$ cat src/hdl/ssb_pkg.sv
/*
  Constants and types shared by the serial port stop-collision, baud
  generator and status block.
  Assumes one 100 MHz system clock and an 8-bit register port.
*/
package ssb_pkg;
  // ---------------------------------------------------------------
  // Register indices
  // ---------------------------------------------------------------
  localparam logic [2:0] REG_RELOAD = 3'h0;
  localparam logic [2:0] REG_BUF    = 3'h1;
  localparam logic [2:0] REG_CTL1   = 3'h2;
  localparam logic [2:0] REG_CTL2   = 3'h3;
  localparam logic [2:0] REG_CTL3   = 3'h4;
  localparam logic [2:0] REG_MASK   = 3'h5;
  localparam logic [2:0] REG_STAT   = 3'h6;
  localparam logic [2:0] REG_EVENT  = 3'h7;
  localparam logic [7:0] REG_RST    = 8'h00;
  // ---------------------------------------------------------------
  // Field positions
  // ---------------------------------------------------------------
  localparam int C1_WCOL    = 7;
  localparam int C1_OVF     = 6;
  localparam int C1_EN      = 5;
  localparam int C1_CKP     = 4;
  localparam int C2_ACKSTAT = 6;
  localparam int C2_ACK_ENABLE_BIT   = 4;
  localparam int C2_RECEIVE_ENABLE_BIT    = 3;
  localparam int C2_PEN     = 2;
  localparam int C2_RESTART_ENABLE_BIT    = 1;
  localparam int C2_SEN     = 0;
  localparam int EV_BCOL    = 0;
  // ---------------------------------------------------------------
  // Modes and fixed divides
  // ---------------------------------------------------------------
  localparam logic [3:0] MODE_SPI_D4   = 4'h0;
  localparam logic [3:0] MODE_SPI_D16  = 4'h1;
  localparam logic [3:0] MODE_SPI_D64  = 4'h2;
  localparam logic [3:0] MODE_I2C_S7   = 4'h6;
  localparam logic [3:0] MODE_I2C_S10  = 4'h7;
  localparam logic [3:0] MODE_I2C_MST  = 4'h8;
  localparam logic [3:0] MODE_SPI_BRG  = 4'hA;
  localparam logic [3:0] MODE_I2C_FW   = 4'hB;
  localparam logic [3:0] MODE_I2C_S7I  = 4'hE;
  localparam logic [3:0] MODE_I2C_S10I = 4'hF;
  localparam logic [7:0] RELOAD_D4     = 8'h00;
  localparam logic [7:0] RELOAD_D16    = 8'h03;
  localparam logic [7:0] RELOAD_D64    = 8'h0F;
  localparam logic [3:0] DATA_LAST     = 4'h7;
  localparam logic [3:0] ACK_BIT       = 4'h8;
  // ---------------------------------------------------------------
  // Types
  // ---------------------------------------------------------------
  typedef enum logic [2:0] {
    S_IDLE, S_XFER, S_P_SDA, S_P_SCL, S_P_HOLD, S_P_CHK
  } ssb_fsm_t;

  typedef struct packed {
    logic [7:0] cnt;
    logic       div;
  } ssb_brg_regs_t;

  typedef struct packed {
    logic [7:0] reload;
    logic [7:0] buf_q;
    logic [7:0] ctl1;
    logic [7:0] ctl2;
    logic [7:0] ctl3;
    logic [7:0] mask;
    logic       sample_phase_bit;
    logic       cke;
    logic       da;
    logic       stop_seen;
    logic       start_seen;
    logic       rw;
    logic       ua;
    logic       bf;
    logic       bcol;
    ssb_fsm_t   st;
    logic [3:0] bitn;
    logic       half;
    logic       sbit;
    logic [7:0] shreg;
    logic       sda_low;
    logic       scl_low;
    logic       sck;
    logic       sdo;
    logic [1:0] scl_sync;
    logic [1:0] sda_sync;
    logic [1:0] sdi_sync;
    logic       scl_prev;
    logic       sda_prev;
    logic [7:0] rdata;
  } ssb_regs_t;
endpackage : ssb_pkg

$ cat src/hdl/ssb_brg_if.sv
/*
  Link between the port logic and its baud counter.
  Assumes both ends run on the same clock.
*/
`timescale 1ns/1ns
interface ssb_brg_if;
  logic [7:0] reload;
  logic       run;
  logic       tick;
  modport ctl (output reload, output run, input tick);
  modport gen (input reload, input run, output tick);
endinterface : ssb_brg_if

$ cat src/hdl/ssb_baud_gen.sv
/*
  Baud counter: half-phase ticks of 2*(reload+1) clocks.
  Assumes the reload value only matters while run is low or at a tick.
*/
`timescale 1ns/1ns
module ssb_baud_gen (
  input wire logic mclk,
  input wire logic rst,
  ssb_brg_if.gen   brg
);
  ssb_pkg::ssb_brg_regs_t q_r;
  ssb_pkg::ssb_brg_regs_t q_nxt;

  // -----------------------------------------------------------------
  // Count down on every second clock, reload at zero
  // -----------------------------------------------------------------
  always_comb begin
    q_nxt = q_r;
    if (!brg.run) begin
      q_nxt.cnt = brg.reload;
      q_nxt.div = 1'b0;
    end else begin
      q_nxt.div = ~q_r.div;
      if (q_r.div) begin
        q_nxt.cnt = (q_r.cnt == 8'h00) ? brg.reload : q_r.cnt - 8'h01;
      end
    end
  end

  assign brg.tick = brg.run & q_r.div & (q_r.cnt == 8'h00);

  always_ff @(posedge mclk or posedge rst) begin
    if (rst) begin
      q_r <= '0;
    end else begin
      q_r <= q_nxt;
    end
  end
endmodule : ssb_baud_gen

$ cat src/hdl/ssb_port.sv
/*
  Serial port core: register file, shared I2C/SPI bit engine, Stop
  sequence with bus collision detection, and bus condition status.
  Assumes open-drain I2C pads resolved outside, slave address logic
  supplying the slv_* pulses on mclk, and software keeping to the
  limits on reload values and sample phase.
*/
`timescale 1ns/1ns
// Notes on behaviour
// - Stop: after SDA release and count expiry, SDA low means collision.
// - Stop: SCL seen low after release, before SDA rises, is collision.
// - Stop drives SDA low, releases SCL, waits SCL high, counts reload.
// - Baud counter clocks I2C and SPI master, reloading from reload reg except in the fixed-divide SPI modes.
// - Writing the shift buffer starts the baud counter.
// - When done, counter stops; I2C master holds SCL low, SPI clock returns to idle level.
// - Counter reloads twice per serial clock period.
// - Serial clock is clock over four times reload plus one.
// - SPI master samples at end of bit when sample bit set, else mid.
// - In I2C, sample bit set disables slew control, clear enables it.
// - SPI clock-edge bit set: data changes active-to-idle, else reverse.
// - In I2C, clock-edge bit selects SMBus input thresholds.
// - Data/address bit shows whether last byte was data.
// - Stop-seen bit set when Stop was last condition; zero after reset.
// - Start-seen bit set when Start was last condition; zero after reset.
// - Disabling the port clears stop-seen and start-seen.
// - Slave direction bit holds last matched R/W until Start, Stop, NACK.
// - Master direction bit reads one while transmitting.
// - OR of direction and sequence enables shows port not idle.
// - 10-bit slave sets update-address flag for software.
// - A bus collision during Stop sets the collision flag and returns port to idle.
// - Buffer-full set while an I2C master byte shifts or an SPI received byte waits, not during ACK/Stop.
module ssb_port (
  input  wire logic       mclk,
  input  wire logic       rst,
  input  wire logic [2:0] reg_addr,
  input  wire logic [7:0] reg_wdata,
  input  wire logic       reg_wr,
  input  wire logic       reg_rd,
  output wire logic [7:0] reg_rdata,
  input  wire logic       scl_i,
  output wire logic       scl_o,
  output wire logic       scl_oe,
  input  wire logic       sda_i,
  output wire logic       sda_o,
  output wire logic       sda_oe,
  output wire logic       sdo,
  input  wire logic       sdi,
  input  wire logic       slv_addr_match,
  input  wire logic       slv_rw,
  input  wire logic       slv_byte_done,
  input  wire logic       slv_is_data,
  input  wire logic       slv_nack,
  input  wire logic       slv_ua_req,
  output wire logic       slew_ctl_en,
  output wire logic       smbus_levels_en,
  output wire logic       port_busy
);
  ssb_pkg::ssb_regs_t q_r;
  ssb_pkg::ssb_regs_t q_nxt;
  ssb_brg_if          brg ();
  logic [3:0]         mode;
  logic               en;
  logic               i2c_any;
  logic               i2c_mst;
  logic               spi_mst;
  logic               s10;
  logic               scl_s;
  logic               sda_s;
  logic               sdi_s;
  logic               start_det;
  logic               stop_det;
  logic               tx_refuse;
  logic               run;
  logic               col;
  logic               in_bit;
  logic [3:0]         last_bit;
  logic [7:0]         eff_reload;

  ssb_baud_gen u_brg (
    .mclk (mclk),
    .rst  (rst),
    .brg  (brg)
  );

  // -----------------------------------------------------------------
  // Mode decode and pin conditions
  // -----------------------------------------------------------------
  assign mode    = q_r.ctl1[3:0];
  assign en      = q_r.ctl1[ssb_pkg::C1_EN];
  assign i2c_mst = en & (mode == ssb_pkg::MODE_I2C_MST);
  assign spi_mst = en & ((mode == ssb_pkg::MODE_SPI_D4) |
                         (mode == ssb_pkg::MODE_SPI_D16) |
                         (mode == ssb_pkg::MODE_SPI_D64) |
                         (mode == ssb_pkg::MODE_SPI_BRG));
  assign i2c_any = en & ((mode == ssb_pkg::MODE_I2C_S7) |
                         (mode == ssb_pkg::MODE_I2C_S10) |
                         (mode == ssb_pkg::MODE_I2C_MST) |
                         (mode == ssb_pkg::MODE_I2C_FW) |
                         (mode == ssb_pkg::MODE_I2C_S7I) |
                         (mode == ssb_pkg::MODE_I2C_S10I));
  assign s10     = (mode == ssb_pkg::MODE_I2C_S10) |
                   (mode == ssb_pkg::MODE_I2C_S10I);
  assign scl_s   = q_r.scl_sync[1];
  assign sda_s   = q_r.sda_sync[1];
  assign sdi_s   = q_r.sdi_sync[1];
  assign start_det = scl_s & q_r.scl_prev & q_r.sda_prev & ~sda_s;
  assign stop_det  = scl_s & q_r.scl_prev & ~q_r.sda_prev & sda_s;
  assign port_busy = q_r.rw | q_r.ctl2[ssb_pkg::C2_SEN] |
                     q_r.ctl2[ssb_pkg::C2_RESTART_ENABLE_BIT] | q_r.ctl2[ssb_pkg::C2_PEN] |
                     q_r.ctl2[ssb_pkg::C2_RECEIVE_ENABLE_BIT] | q_r.ctl2[ssb_pkg::C2_ACK_ENABLE_BIT];
  assign tx_refuse = port_busy | (q_r.st != ssb_pkg::S_IDLE);
  assign last_bit  = i2c_mst ? ssb_pkg::ACK_BIT : ssb_pkg::DATA_LAST;

  // Reload source per mode
  always_comb begin
    case (mode)
      ssb_pkg::MODE_SPI_D4:  eff_reload = ssb_pkg::RELOAD_D4;
      ssb_pkg::MODE_SPI_D16: eff_reload = ssb_pkg::RELOAD_D16;
      ssb_pkg::MODE_SPI_D64: eff_reload = ssb_pkg::RELOAD_D64;
      default:               eff_reload = q_r.reload;
    endcase
  end
  assign brg.reload = eff_reload;
  assign brg.run    = run;

  // -----------------------------------------------------------------
  // Next state
  // -----------------------------------------------------------------
  always_comb begin
    q_nxt = q_r;
    run = 1'b0;
    col = 1'b0;
    in_bit = 1'b0;
    q_nxt.scl_sync = {q_r.scl_sync[0], scl_i};
    q_nxt.sda_sync = {q_r.sda_sync[0], sda_i};
    q_nxt.sdi_sync = {q_r.sdi_sync[0], sdi};
    q_nxt.scl_prev = scl_s;
    q_nxt.sda_prev = sda_s;
    // Bus conditions and slave status
    if (start_det) begin
      q_nxt.start_seen = 1'b1;
      q_nxt.stop_seen  = 1'b0;
      if (!i2c_mst) q_nxt.rw = 1'b0;
    end
    if (stop_det) begin
      q_nxt.stop_seen  = 1'b1;
      q_nxt.start_seen = 1'b0;
      if (!i2c_mst) q_nxt.rw = 1'b0;
    end
    if (slv_nack && !i2c_mst) q_nxt.rw = 1'b0;
    if (slv_addr_match && !i2c_mst) q_nxt.rw = slv_rw;
    if (slv_byte_done) q_nxt.da = slv_is_data;
    // Register writes
    if (reg_wr) begin
      case (reg_addr)
        ssb_pkg::REG_RELOAD: begin
          q_nxt.reload = reg_wdata;
          q_nxt.ua = 1'b0;
        end
        ssb_pkg::REG_BUF: begin
          if (tx_refuse && (i2c_mst || spi_mst)) begin
            q_nxt.ctl1[ssb_pkg::C1_WCOL] = 1'b1;
          end else begin
            q_nxt.buf_q = reg_wdata;
            if (i2c_mst || spi_mst) begin
              q_nxt.st    = ssb_pkg::S_XFER;
              q_nxt.shreg = reg_wdata;
              q_nxt.bitn  = 4'h0;
              q_nxt.half  = 1'b0;
              q_nxt.sdo   = reg_wdata[7];
              q_nxt.bf    = i2c_mst;
              if (i2c_mst) begin
                q_nxt.sda_low = ~reg_wdata[7];
                q_nxt.scl_low = 1'b1;
                q_nxt.rw = 1'b1;
              end
            end
          end
        end
        ssb_pkg::REG_CTL1: begin
          q_nxt.ctl1 = {q_r.ctl1[ssb_pkg::C1_WCOL] & reg_wdata[7],
                        q_r.ctl1[ssb_pkg::C1_OVF] & reg_wdata[6],
                        reg_wdata[5:0]};
        end
        ssb_pkg::REG_CTL2: begin
          q_nxt.ctl2[7] = reg_wdata[7];
          q_nxt.ctl2[5] = reg_wdata[5];
          if (!tx_refuse) begin
            q_nxt.ctl2[4:3] = reg_wdata[4:3];
            q_nxt.ctl2[1:0] = reg_wdata[1:0];
            if (reg_wdata[ssb_pkg::C2_PEN] && i2c_mst) begin
              q_nxt.ctl2[ssb_pkg::C2_PEN] = 1'b1;
              q_nxt.st = ssb_pkg::S_P_SDA;
              q_nxt.sda_low = 1'b1;
            end
          end
        end
        ssb_pkg::REG_CTL3:  q_nxt.ctl3 = {1'b0, reg_wdata[6:0]};
        ssb_pkg::REG_MASK:  q_nxt.mask = reg_wdata;
        ssb_pkg::REG_STAT: begin
          q_nxt.sample_phase_bit = reg_wdata[7];
          q_nxt.cke = reg_wdata[6];
        end
        ssb_pkg::REG_EVENT: begin
          if (reg_wdata[ssb_pkg::EV_BCOL]) q_nxt.bcol = 1'b0;
        end
        default: ;
      endcase
    end
    if (reg_rd && reg_addr == ssb_pkg::REG_BUF &&
        q_r.st == ssb_pkg::S_IDLE) begin
      q_nxt.bf = 1'b0;
    end
    if (slv_ua_req && s10 && en) q_nxt.ua = 1'b1;
    // Sequencer
    case (q_r.st)
      ssb_pkg::S_IDLE: run = 1'b0;
      ssb_pkg::S_XFER: begin
        // I2C high phase waits for SCL to read high (stretching)
        run = !(i2c_mst && q_r.half && !scl_s);
        if (brg.tick) begin
          if (!q_r.half) begin
            q_nxt.half = 1'b1;
            q_nxt.scl_low = 1'b0;
            if (!q_r.sample_phase_bit) q_nxt.sbit = sdi_s;
          end else begin
            q_nxt.half = 1'b0;
            in_bit = i2c_mst ? sda_s : (q_r.sample_phase_bit ? sdi_s : q_r.sbit);
            if (q_r.bitn == last_bit) begin
              q_nxt.st = ssb_pkg::S_IDLE;
              if (i2c_mst) begin
                q_nxt.ctl2[ssb_pkg::C2_ACKSTAT] = sda_s;
                q_nxt.scl_low = 1'b1;
                q_nxt.sda_low = 1'b0;
                q_nxt.rw = 1'b0;
              end else begin
                q_nxt.buf_q = {q_r.shreg[6:0], in_bit};
                q_nxt.bf = 1'b1;
              end
            end else begin
              q_nxt.bitn  = q_r.bitn + 4'h1;
              q_nxt.shreg = {q_r.shreg[6:0], in_bit};
              q_nxt.sdo   = q_r.shreg[6];
              if (i2c_mst) begin
                q_nxt.scl_low = 1'b1;
                if (q_r.bitn == ssb_pkg::DATA_LAST) begin
                  q_nxt.sda_low = 1'b0;
                  q_nxt.bf = 1'b0;
                end else begin
                  q_nxt.sda_low = ~q_r.shreg[6];
                end
              end
            end
          end
        end
      end
      ssb_pkg::S_P_SDA: begin
        if (!sda_s) begin
          q_nxt.scl_low = 1'b0;
          q_nxt.st = ssb_pkg::S_P_SCL;
        end
      end
      ssb_pkg::S_P_SCL: begin
        if (scl_s) q_nxt.st = ssb_pkg::S_P_HOLD;
      end
      ssb_pkg::S_P_HOLD: begin
        run = 1'b1;
        if (!scl_s) begin
          col = 1'b1;
        end else if (brg.tick) begin
          q_nxt.sda_low = 1'b0;
          q_nxt.st = ssb_pkg::S_P_CHK;
        end
      end
      ssb_pkg::S_P_CHK: begin
        run = 1'b1;
        if (brg.tick) begin
          if (!sda_s) begin
            col = 1'b1;
          end else begin
            q_nxt.ctl2[ssb_pkg::C2_PEN] = 1'b0;
            q_nxt.st = ssb_pkg::S_IDLE;
          end
        end
      end
      default: q_nxt.st = ssb_pkg::S_IDLE;
    endcase
    if (col) begin
      q_nxt.bcol = 1'b1;
      q_nxt.sda_low = 1'b0;
      q_nxt.scl_low = 1'b0;
      q_nxt.ctl2[ssb_pkg::C2_PEN] = 1'b0;
      q_nxt.st = ssb_pkg::S_IDLE;
    end
    if (!en) begin
      q_nxt.start_seen = 1'b0;
      q_nxt.stop_seen  = 1'b0;
      q_nxt.st = ssb_pkg::S_IDLE;
      q_nxt.sda_low = 1'b0;
      q_nxt.scl_low = 1'b0;
      q_nxt.rw = 1'b0;
    end
    q_nxt.sck = q_nxt.ctl1[ssb_pkg::C1_CKP];
    if (q_nxt.st == ssb_pkg::S_XFER) begin
      q_nxt.sck = q_nxt.ctl1[ssb_pkg::C1_CKP] ^
                  (q_r.cke ? q_nxt.half : ~q_nxt.half);
    end
    // Read data for one cycle only
    q_nxt.rdata = 8'h00;
    if (reg_rd) begin
      case (reg_addr)
        ssb_pkg::REG_RELOAD: q_nxt.rdata = q_r.reload;
        ssb_pkg::REG_BUF:    q_nxt.rdata = q_r.buf_q;
        ssb_pkg::REG_CTL1:   q_nxt.rdata = q_r.ctl1;
        ssb_pkg::REG_CTL2:   q_nxt.rdata = q_r.ctl2;
        ssb_pkg::REG_CTL3:   q_nxt.rdata = q_r.ctl3;
        ssb_pkg::REG_MASK:   q_nxt.rdata = q_r.mask;
        ssb_pkg::REG_STAT:   q_nxt.rdata = {q_r.sample_phase_bit, q_r.cke, q_r.da,
                               q_r.stop_seen, q_r.start_seen, q_r.rw,
                               q_r.ua, q_r.bf};
        ssb_pkg::REG_EVENT:  q_nxt.rdata = {7'h00, q_r.bcol};
        default:             q_nxt.rdata = 8'h00;
      endcase
    end
  end

  always_ff @(posedge mclk or posedge rst) begin
    if (rst) begin
      q_r <= '0;
      q_r.scl_sync <= 2'h3;
      q_r.sda_sync <= 2'h3;
      q_r.scl_prev <= 1'b1;
      q_r.sda_prev <= 1'b1;
    end else begin
      q_r <= q_nxt;
    end
  end

  // -----------------------------------------------------------------
  // Outputs
  // -----------------------------------------------------------------
  assign reg_rdata       = q_r.rdata;
  assign scl_o           = spi_mst ? q_r.sck : 1'b0;
  assign scl_oe          = spi_mst | q_r.scl_low;
  assign sda_o           = 1'b0;
  assign sda_oe          = q_r.sda_low;
  assign sdo             = q_r.sdo;
  assign slew_ctl_en     = i2c_any & ~q_r.sample_phase_bit;
  assign smbus_levels_en = i2c_any & q_r.cke;

  // -----------------------------------------------------------------
  // Checks
  // -----------------------------------------------------------------
  logic [9:0] gap_cnt;
  logic       gap_ok;
  logic [7:0] gap_rl;
  always_ff @(posedge mclk or posedge rst) begin
    if (rst) begin
      gap_cnt <= 10'h000;
      gap_ok  <= 1'b0;
      gap_rl  <= 8'h00;
    end else begin
      gap_rl  <= brg.reload;
      gap_cnt <= brg.tick ? 10'h000 : gap_cnt + 10'h001;
      if (!brg.run || brg.reload != gap_rl) gap_ok <= 1'b0;
      else if (brg.tick) gap_ok <= 1'b1;
    end
  end
endmodule : ssb_port

$ cat config.mk
export PLATFORM = sky130hd
export DESIGN_NAME = ssb_port
export DESIGN_NICKNAME = d
export VERILOG_FILES = /design/src/hdl/ssb_pkg.sv /design/src/hdl/ssb_brg_if.sv /design/src/hdl/ssb_baud_gen.sv /design/src/hdl/ssb_port.sv
export SDC_FILE = /design/constraint.sdc
export NUM_CORES = 1
export LEC_CHECK = 0
export BUFFER_PORTS_ARGS = -buffer_cell sky130_fd_sc_hd__buf_2
export CORE_MARGIN = 4
export CORE_UTILIZATION = 45
export DETAILED_ROUTE_END_ITERATION = 7
export PLACE_DENSITY = 0.65
export SLEW_MARGIN = 10
export SYNTH_ARGS = -nofsm -noshare
export SYNTH_HDL_FRONTEND = slang
export SYNTH_SLANG_ARGS = --single-unit
export TNS_END_PERCENT = 10
$ cat constraint.sdc
create_clock -name mclk -period 3.3 [get_ports mclk]
set_clock_uncertainty 0.15 [all_clocks]
set_input_delay 0.33 -clock mclk [delete_from_list [all_inputs] [get_ports mclk]]
set_output_delay 0.33 -clock mclk [all_outputs]
set_load 0.02 [all_outputs]
==> results.py <==
metrics = {
    "min_path": {
        "hold_path_end": "q_r[43]$_DFFE_PP0P_",
        "hold_start": "slv_is_data",
        "hold_path_class": "in -> reg",
        "hold_path_depth": 2,
    },
    "clock_network": {
        "ctsResizeCount": 0,
        "clk_transition_reported_paths_ns": 0.07,
        "htree_levels": 3,
        "clock_path_buffers": 2,
        "clk_latency_ns": 0.35,
        "cts_made_buffers": 9,
        "cts_sinks": 101,
        "cts_root_buffer": "clkbuf_16",
        "cts_tree": "done",
    },
    "global_routing": {
        "grt_pass1_vias": 3997,
        "grt_usage": 0.212,
        "grt_max_degree": 61,
        "overflow": 0,
        "grt_pass1_wl_mm": 21.7,
        "grt_antenna_before_repair": 0,
    },
    "layout": {
        "multi_input_area_um2": 2400,
        "layout_common_cells": "95 x dfrtp_1, 50 x nor2_1, 43 x a21oi_1, 38 x buf_2, 34 x nand2_1",
        "ff_latch_area_um2": 2530,
        "diodes": 0,
        "layout_commonest_cell": "dfrtp_1",
        "fin_cells": 699,
        "fill_cells": 1027,
        "layout-drive-gt1-share": 0.197,
        "layout.nets": 581,
        "syn_to_final_growth_pct": 11.5,
    },
    "floorplanning": {
        "initial_core_util": 0.468,
        "die_area_um2": 13300,
        "coreArea_um2": 11100,
        "fp.dieW_um": 115,
        "rows": 38,
        "chipHeight_um": 115,
        "io_pins": 40,
    },
    "detailed_routing": {
        "vias": 4105,
        "drt_iter0_markers": 415,
        "drc": 0,
        "antenna_left": 0,
        "vias_per_cell": 5.87,
        "firstDrtPassIters": 5,
        "wl_mm": 13.4,
        "avgRoutedWirePerCell_um": 19.2,
    },
    "yosys": {
        "post_synth.cell_area_avg_um2": 9.81,
        "synth-adder-area-share": 0.00482,
        "synth_xor_area_frac": 0.00675,
        "syn_area_um2": 5190,
        "synth_top_family_by_area": "compound AO/OA/AOI/OAI gates",
        "synth_edf_count": 0,
        "yosysSeqAreaShare": 0.488,
        "ys_async_sr_fraction": 1.00,
        "synth_mux_area_frac": 0.132,
        "synth_cells": 529,
        "synth_nets": 555,
        "synth.distinct_cells": 65,
        "ys_warn_count": 0,
        "yosys.area_share.simple": 0.159,
        "synth-main-ff-cell": "dfrtp_1",
        "yosys_register_bits": 101,
        "synth_compound_area_frac": 0.159,
    },
    "pwr": {
        "p_int_w": 0.00243,
        "power-per-cell-area_nw_per_um2": 618,
        "p_sw_frac": 0.321,
        "power_frac_clock": 0.291,
        "p_leak_nw": 2.59,
        "peakVddDrop_mv": 0.655,
        "comb_power_share": 0.224,
        "seq_power_share": 0.485,
        "switchingPower_w": 0.00115,
    },
    "sta": {
        "finalCriticalPeriod_ns": 2.83,
        "fmax_mhz": 353,
        "drv_slew": 0,
        "worst_slack_ns": 0.468,
        "post-route-period-util": 0.858,
        "rsz0062_at_grt": "no",
        "final_hold_viol_count": 0,
        "finalSetupTns_ns": 0,
        "setup_viol": 0,
        "worst_slew_pin_slew_ns": 0.757,
        "slew-limit-headroom": 0.495,
    },
    "place": {
        "dp_hpwl_mm": 9.54,
        "gp_congestion": 0.966,
        "post-place-ws_ns": 0.512,
        "dpl.cell_count": 680,
        "port_buffers": 38,
    },
    "worst_setup_path": {
        "r2r_end": "q_r[17]$_DFF_PP0_",
        "reg2reg_from": "u_brg.q_r[2]$_DFFE_PP0N_",
        "r2r_slack_ns": 0.47,
        "crit_type": "reg -> reg",
        "arrival_ns": 2.96,
        "cp_data_required_time_ns": 3.43,
        "crit_path_max_fanout": 9,
        "crit_path_end_kind": "flop",
        "cp-start-kind": "flop",
        "r2r_cells": 9,
    },
    "run": {
        "drv_cap": 0,
    },
    "status": {
        "status": "complete, no violations",
    },
}
## how the worst max path moves through the flow
stage / from / endpoint / slack [ns] / cells after the start
6_report: u_brg.q_r[2]$_DFFE_PP0N_ / q_r[17]$_DFF_PP0_ / 0.47 / 9
5_1_grt: u_brg.q_r[2]$_DFFE_PP0N_ / q_r[17]$_DFF_PP0_ / 0.18 / 9
3_5_place_dp: u_brg.q_r[2]$_DFFE_PP0N_ / q_r[17]$_DFF_PP0_ / 0.51 / 9
2_1_floorplan: rst / en$_DFFE_PP0P_ / 0.18 / 1
4_1_cts: u_brg.q_r[2]$_DFFE_PP0N_ / q_r[68]$_DFFE_PP0P_ / 0.48 / 7
3_3_place_gp: u_brg.q_r[1]$_DFFE_PP0N_ / sda_oe$_DFF_PP0_ / 0.60 / 9
## area by class of cell
class / count / area share
multi-input combinational: 369 / 0.415
timing repair buffer: 54 / 0.0554
sequential: 101 / 0.438
clock buffer: 13 / 0.0415
tap: 140 / 0.0303
inverter: 20 / 0.0134
clock inverter: 2 / 0.00649
## layer usage
layer,global-route usage,wire length [um]
met2,0.326,6170
met1,0.305,6310
met5,0,0
met4,0.0610,217
met3,0.0421,711
## cell usage after synthesis (all sizes together) (2+ instances only)
cell type / n / area, um^2
a21oi: 44 / 224
a31oi: 3 / 18.8
o211ai: 5 / 37.5
mux2: 35 / 394
dfstp: 6 / 158
nand2: 35 / 134
xnor2: 2 / 17.5
o32ai: 2 / 17.5
a32o: 3 / 30.0
or4: 2 / 15.0
or3: 3 / 18.8
nand4b: 2 / 17.5
a211oi: 5 / 37.5
a21o: 5 / 37.5
nor4: 7 / 65.1
nor3: 13 / 65.1
nand2b: 6 / 37.5
mux2i: 29 / 290
ha: 2 / 25.0
dfrtp: 95 / 2380
nor2b: 8 / 50.1
and3: 3 / 18.8
a22o: 2 / 17.5
o21ai: 39 / 195
buf: 13 / 83.8
xor2: 2 / 17.5
clkbuf: 26 / 97.6
o22ai: 4 / 25.0
a22oi: 4 / 30.0
nor2: 50 / 188
nand4: 2 / 12.5
nand3b: 2 / 15.0
inv: 20 / 75.1
o31ai: 5 / 37.5
nand3: 25 / 130
## power groups by stage
stage / clock, W / sequential [W] / combinational (W)
2_1_floorplan: 0 / 0.00165 / 0.000634
3_3_place_gp: 0 / 0.00174 / 0.000780
3_5_place_dp: 0 / 0.00175 / 0.000791
4_1_cts: 0.00106 / 0.00173 / 0.000801
5_1_grt: 0.00111 / 0.00177 / 0.000901
6_report: 0.00104 / 0.00173 / 0.000803
## repair_timing
action / 4_1_cts / 5_1_grt
endpoints found under the hold margin: 6 / 0
setup buffers: 0 / 0
hold buffers: 4 / 0
endpoints found under the setup margin: 0 / 0
## registers in the layout, summed over array words and instances, names as in the netlist
name / count
q_r: 72
u_brg.q_r: 9
reg_rdata: 8
sdo: 1
sda_oe: 1
en: 1
mode: 4
q_nxt: 5
## cell families after synthesis
| kind of cell | after synthesis |
|---|---|
| adder cells (fa/ha/maj) | 2 |
| other | 1 |
| buffers and inverters | 59 |
| multiplexers | 64 |
| AND/OR/NAND/NOR | 164 |
| XOR/XNOR | 4 |
| flip-flops | 101 |
| AO/OA/AOI/OAI | 134 |
## critical path, cell delays in order (launching register included)
cell and delay [ns]:
dfrtp_1 0.41, inv_1 0.09, ha_1 0.23, nor4b_2 0.37, nand3_2 0.28, o31ai_1 0.44
a2111oi_0 0.16, nand2b_1 0.18, nor4_1 0.27, xor2_1 0.17
## stage by stage
| stage | hold slack (ns) | instance area (um^2) | util | total power (W) |
|---|---|---|---|---|
| floorplan | 0.181 | 5190 | - | 0.00229 |
| global placement | 0.183 | 5470 | 0.493 | 0.00252 |
| detailed placement | 0.186 | 5470 | 0.493 | 0.00254 |
| CTS | 0.0550 | 5780 | 0.522 | 0.00358 |
| global route | 0.0676 | 5780 | 0.522 | 0.00377 |
| finish | 0.0622 | 5780 | 0.522 | 0.00358 |
Note: power is estimated with default switching activity, not from simulation.
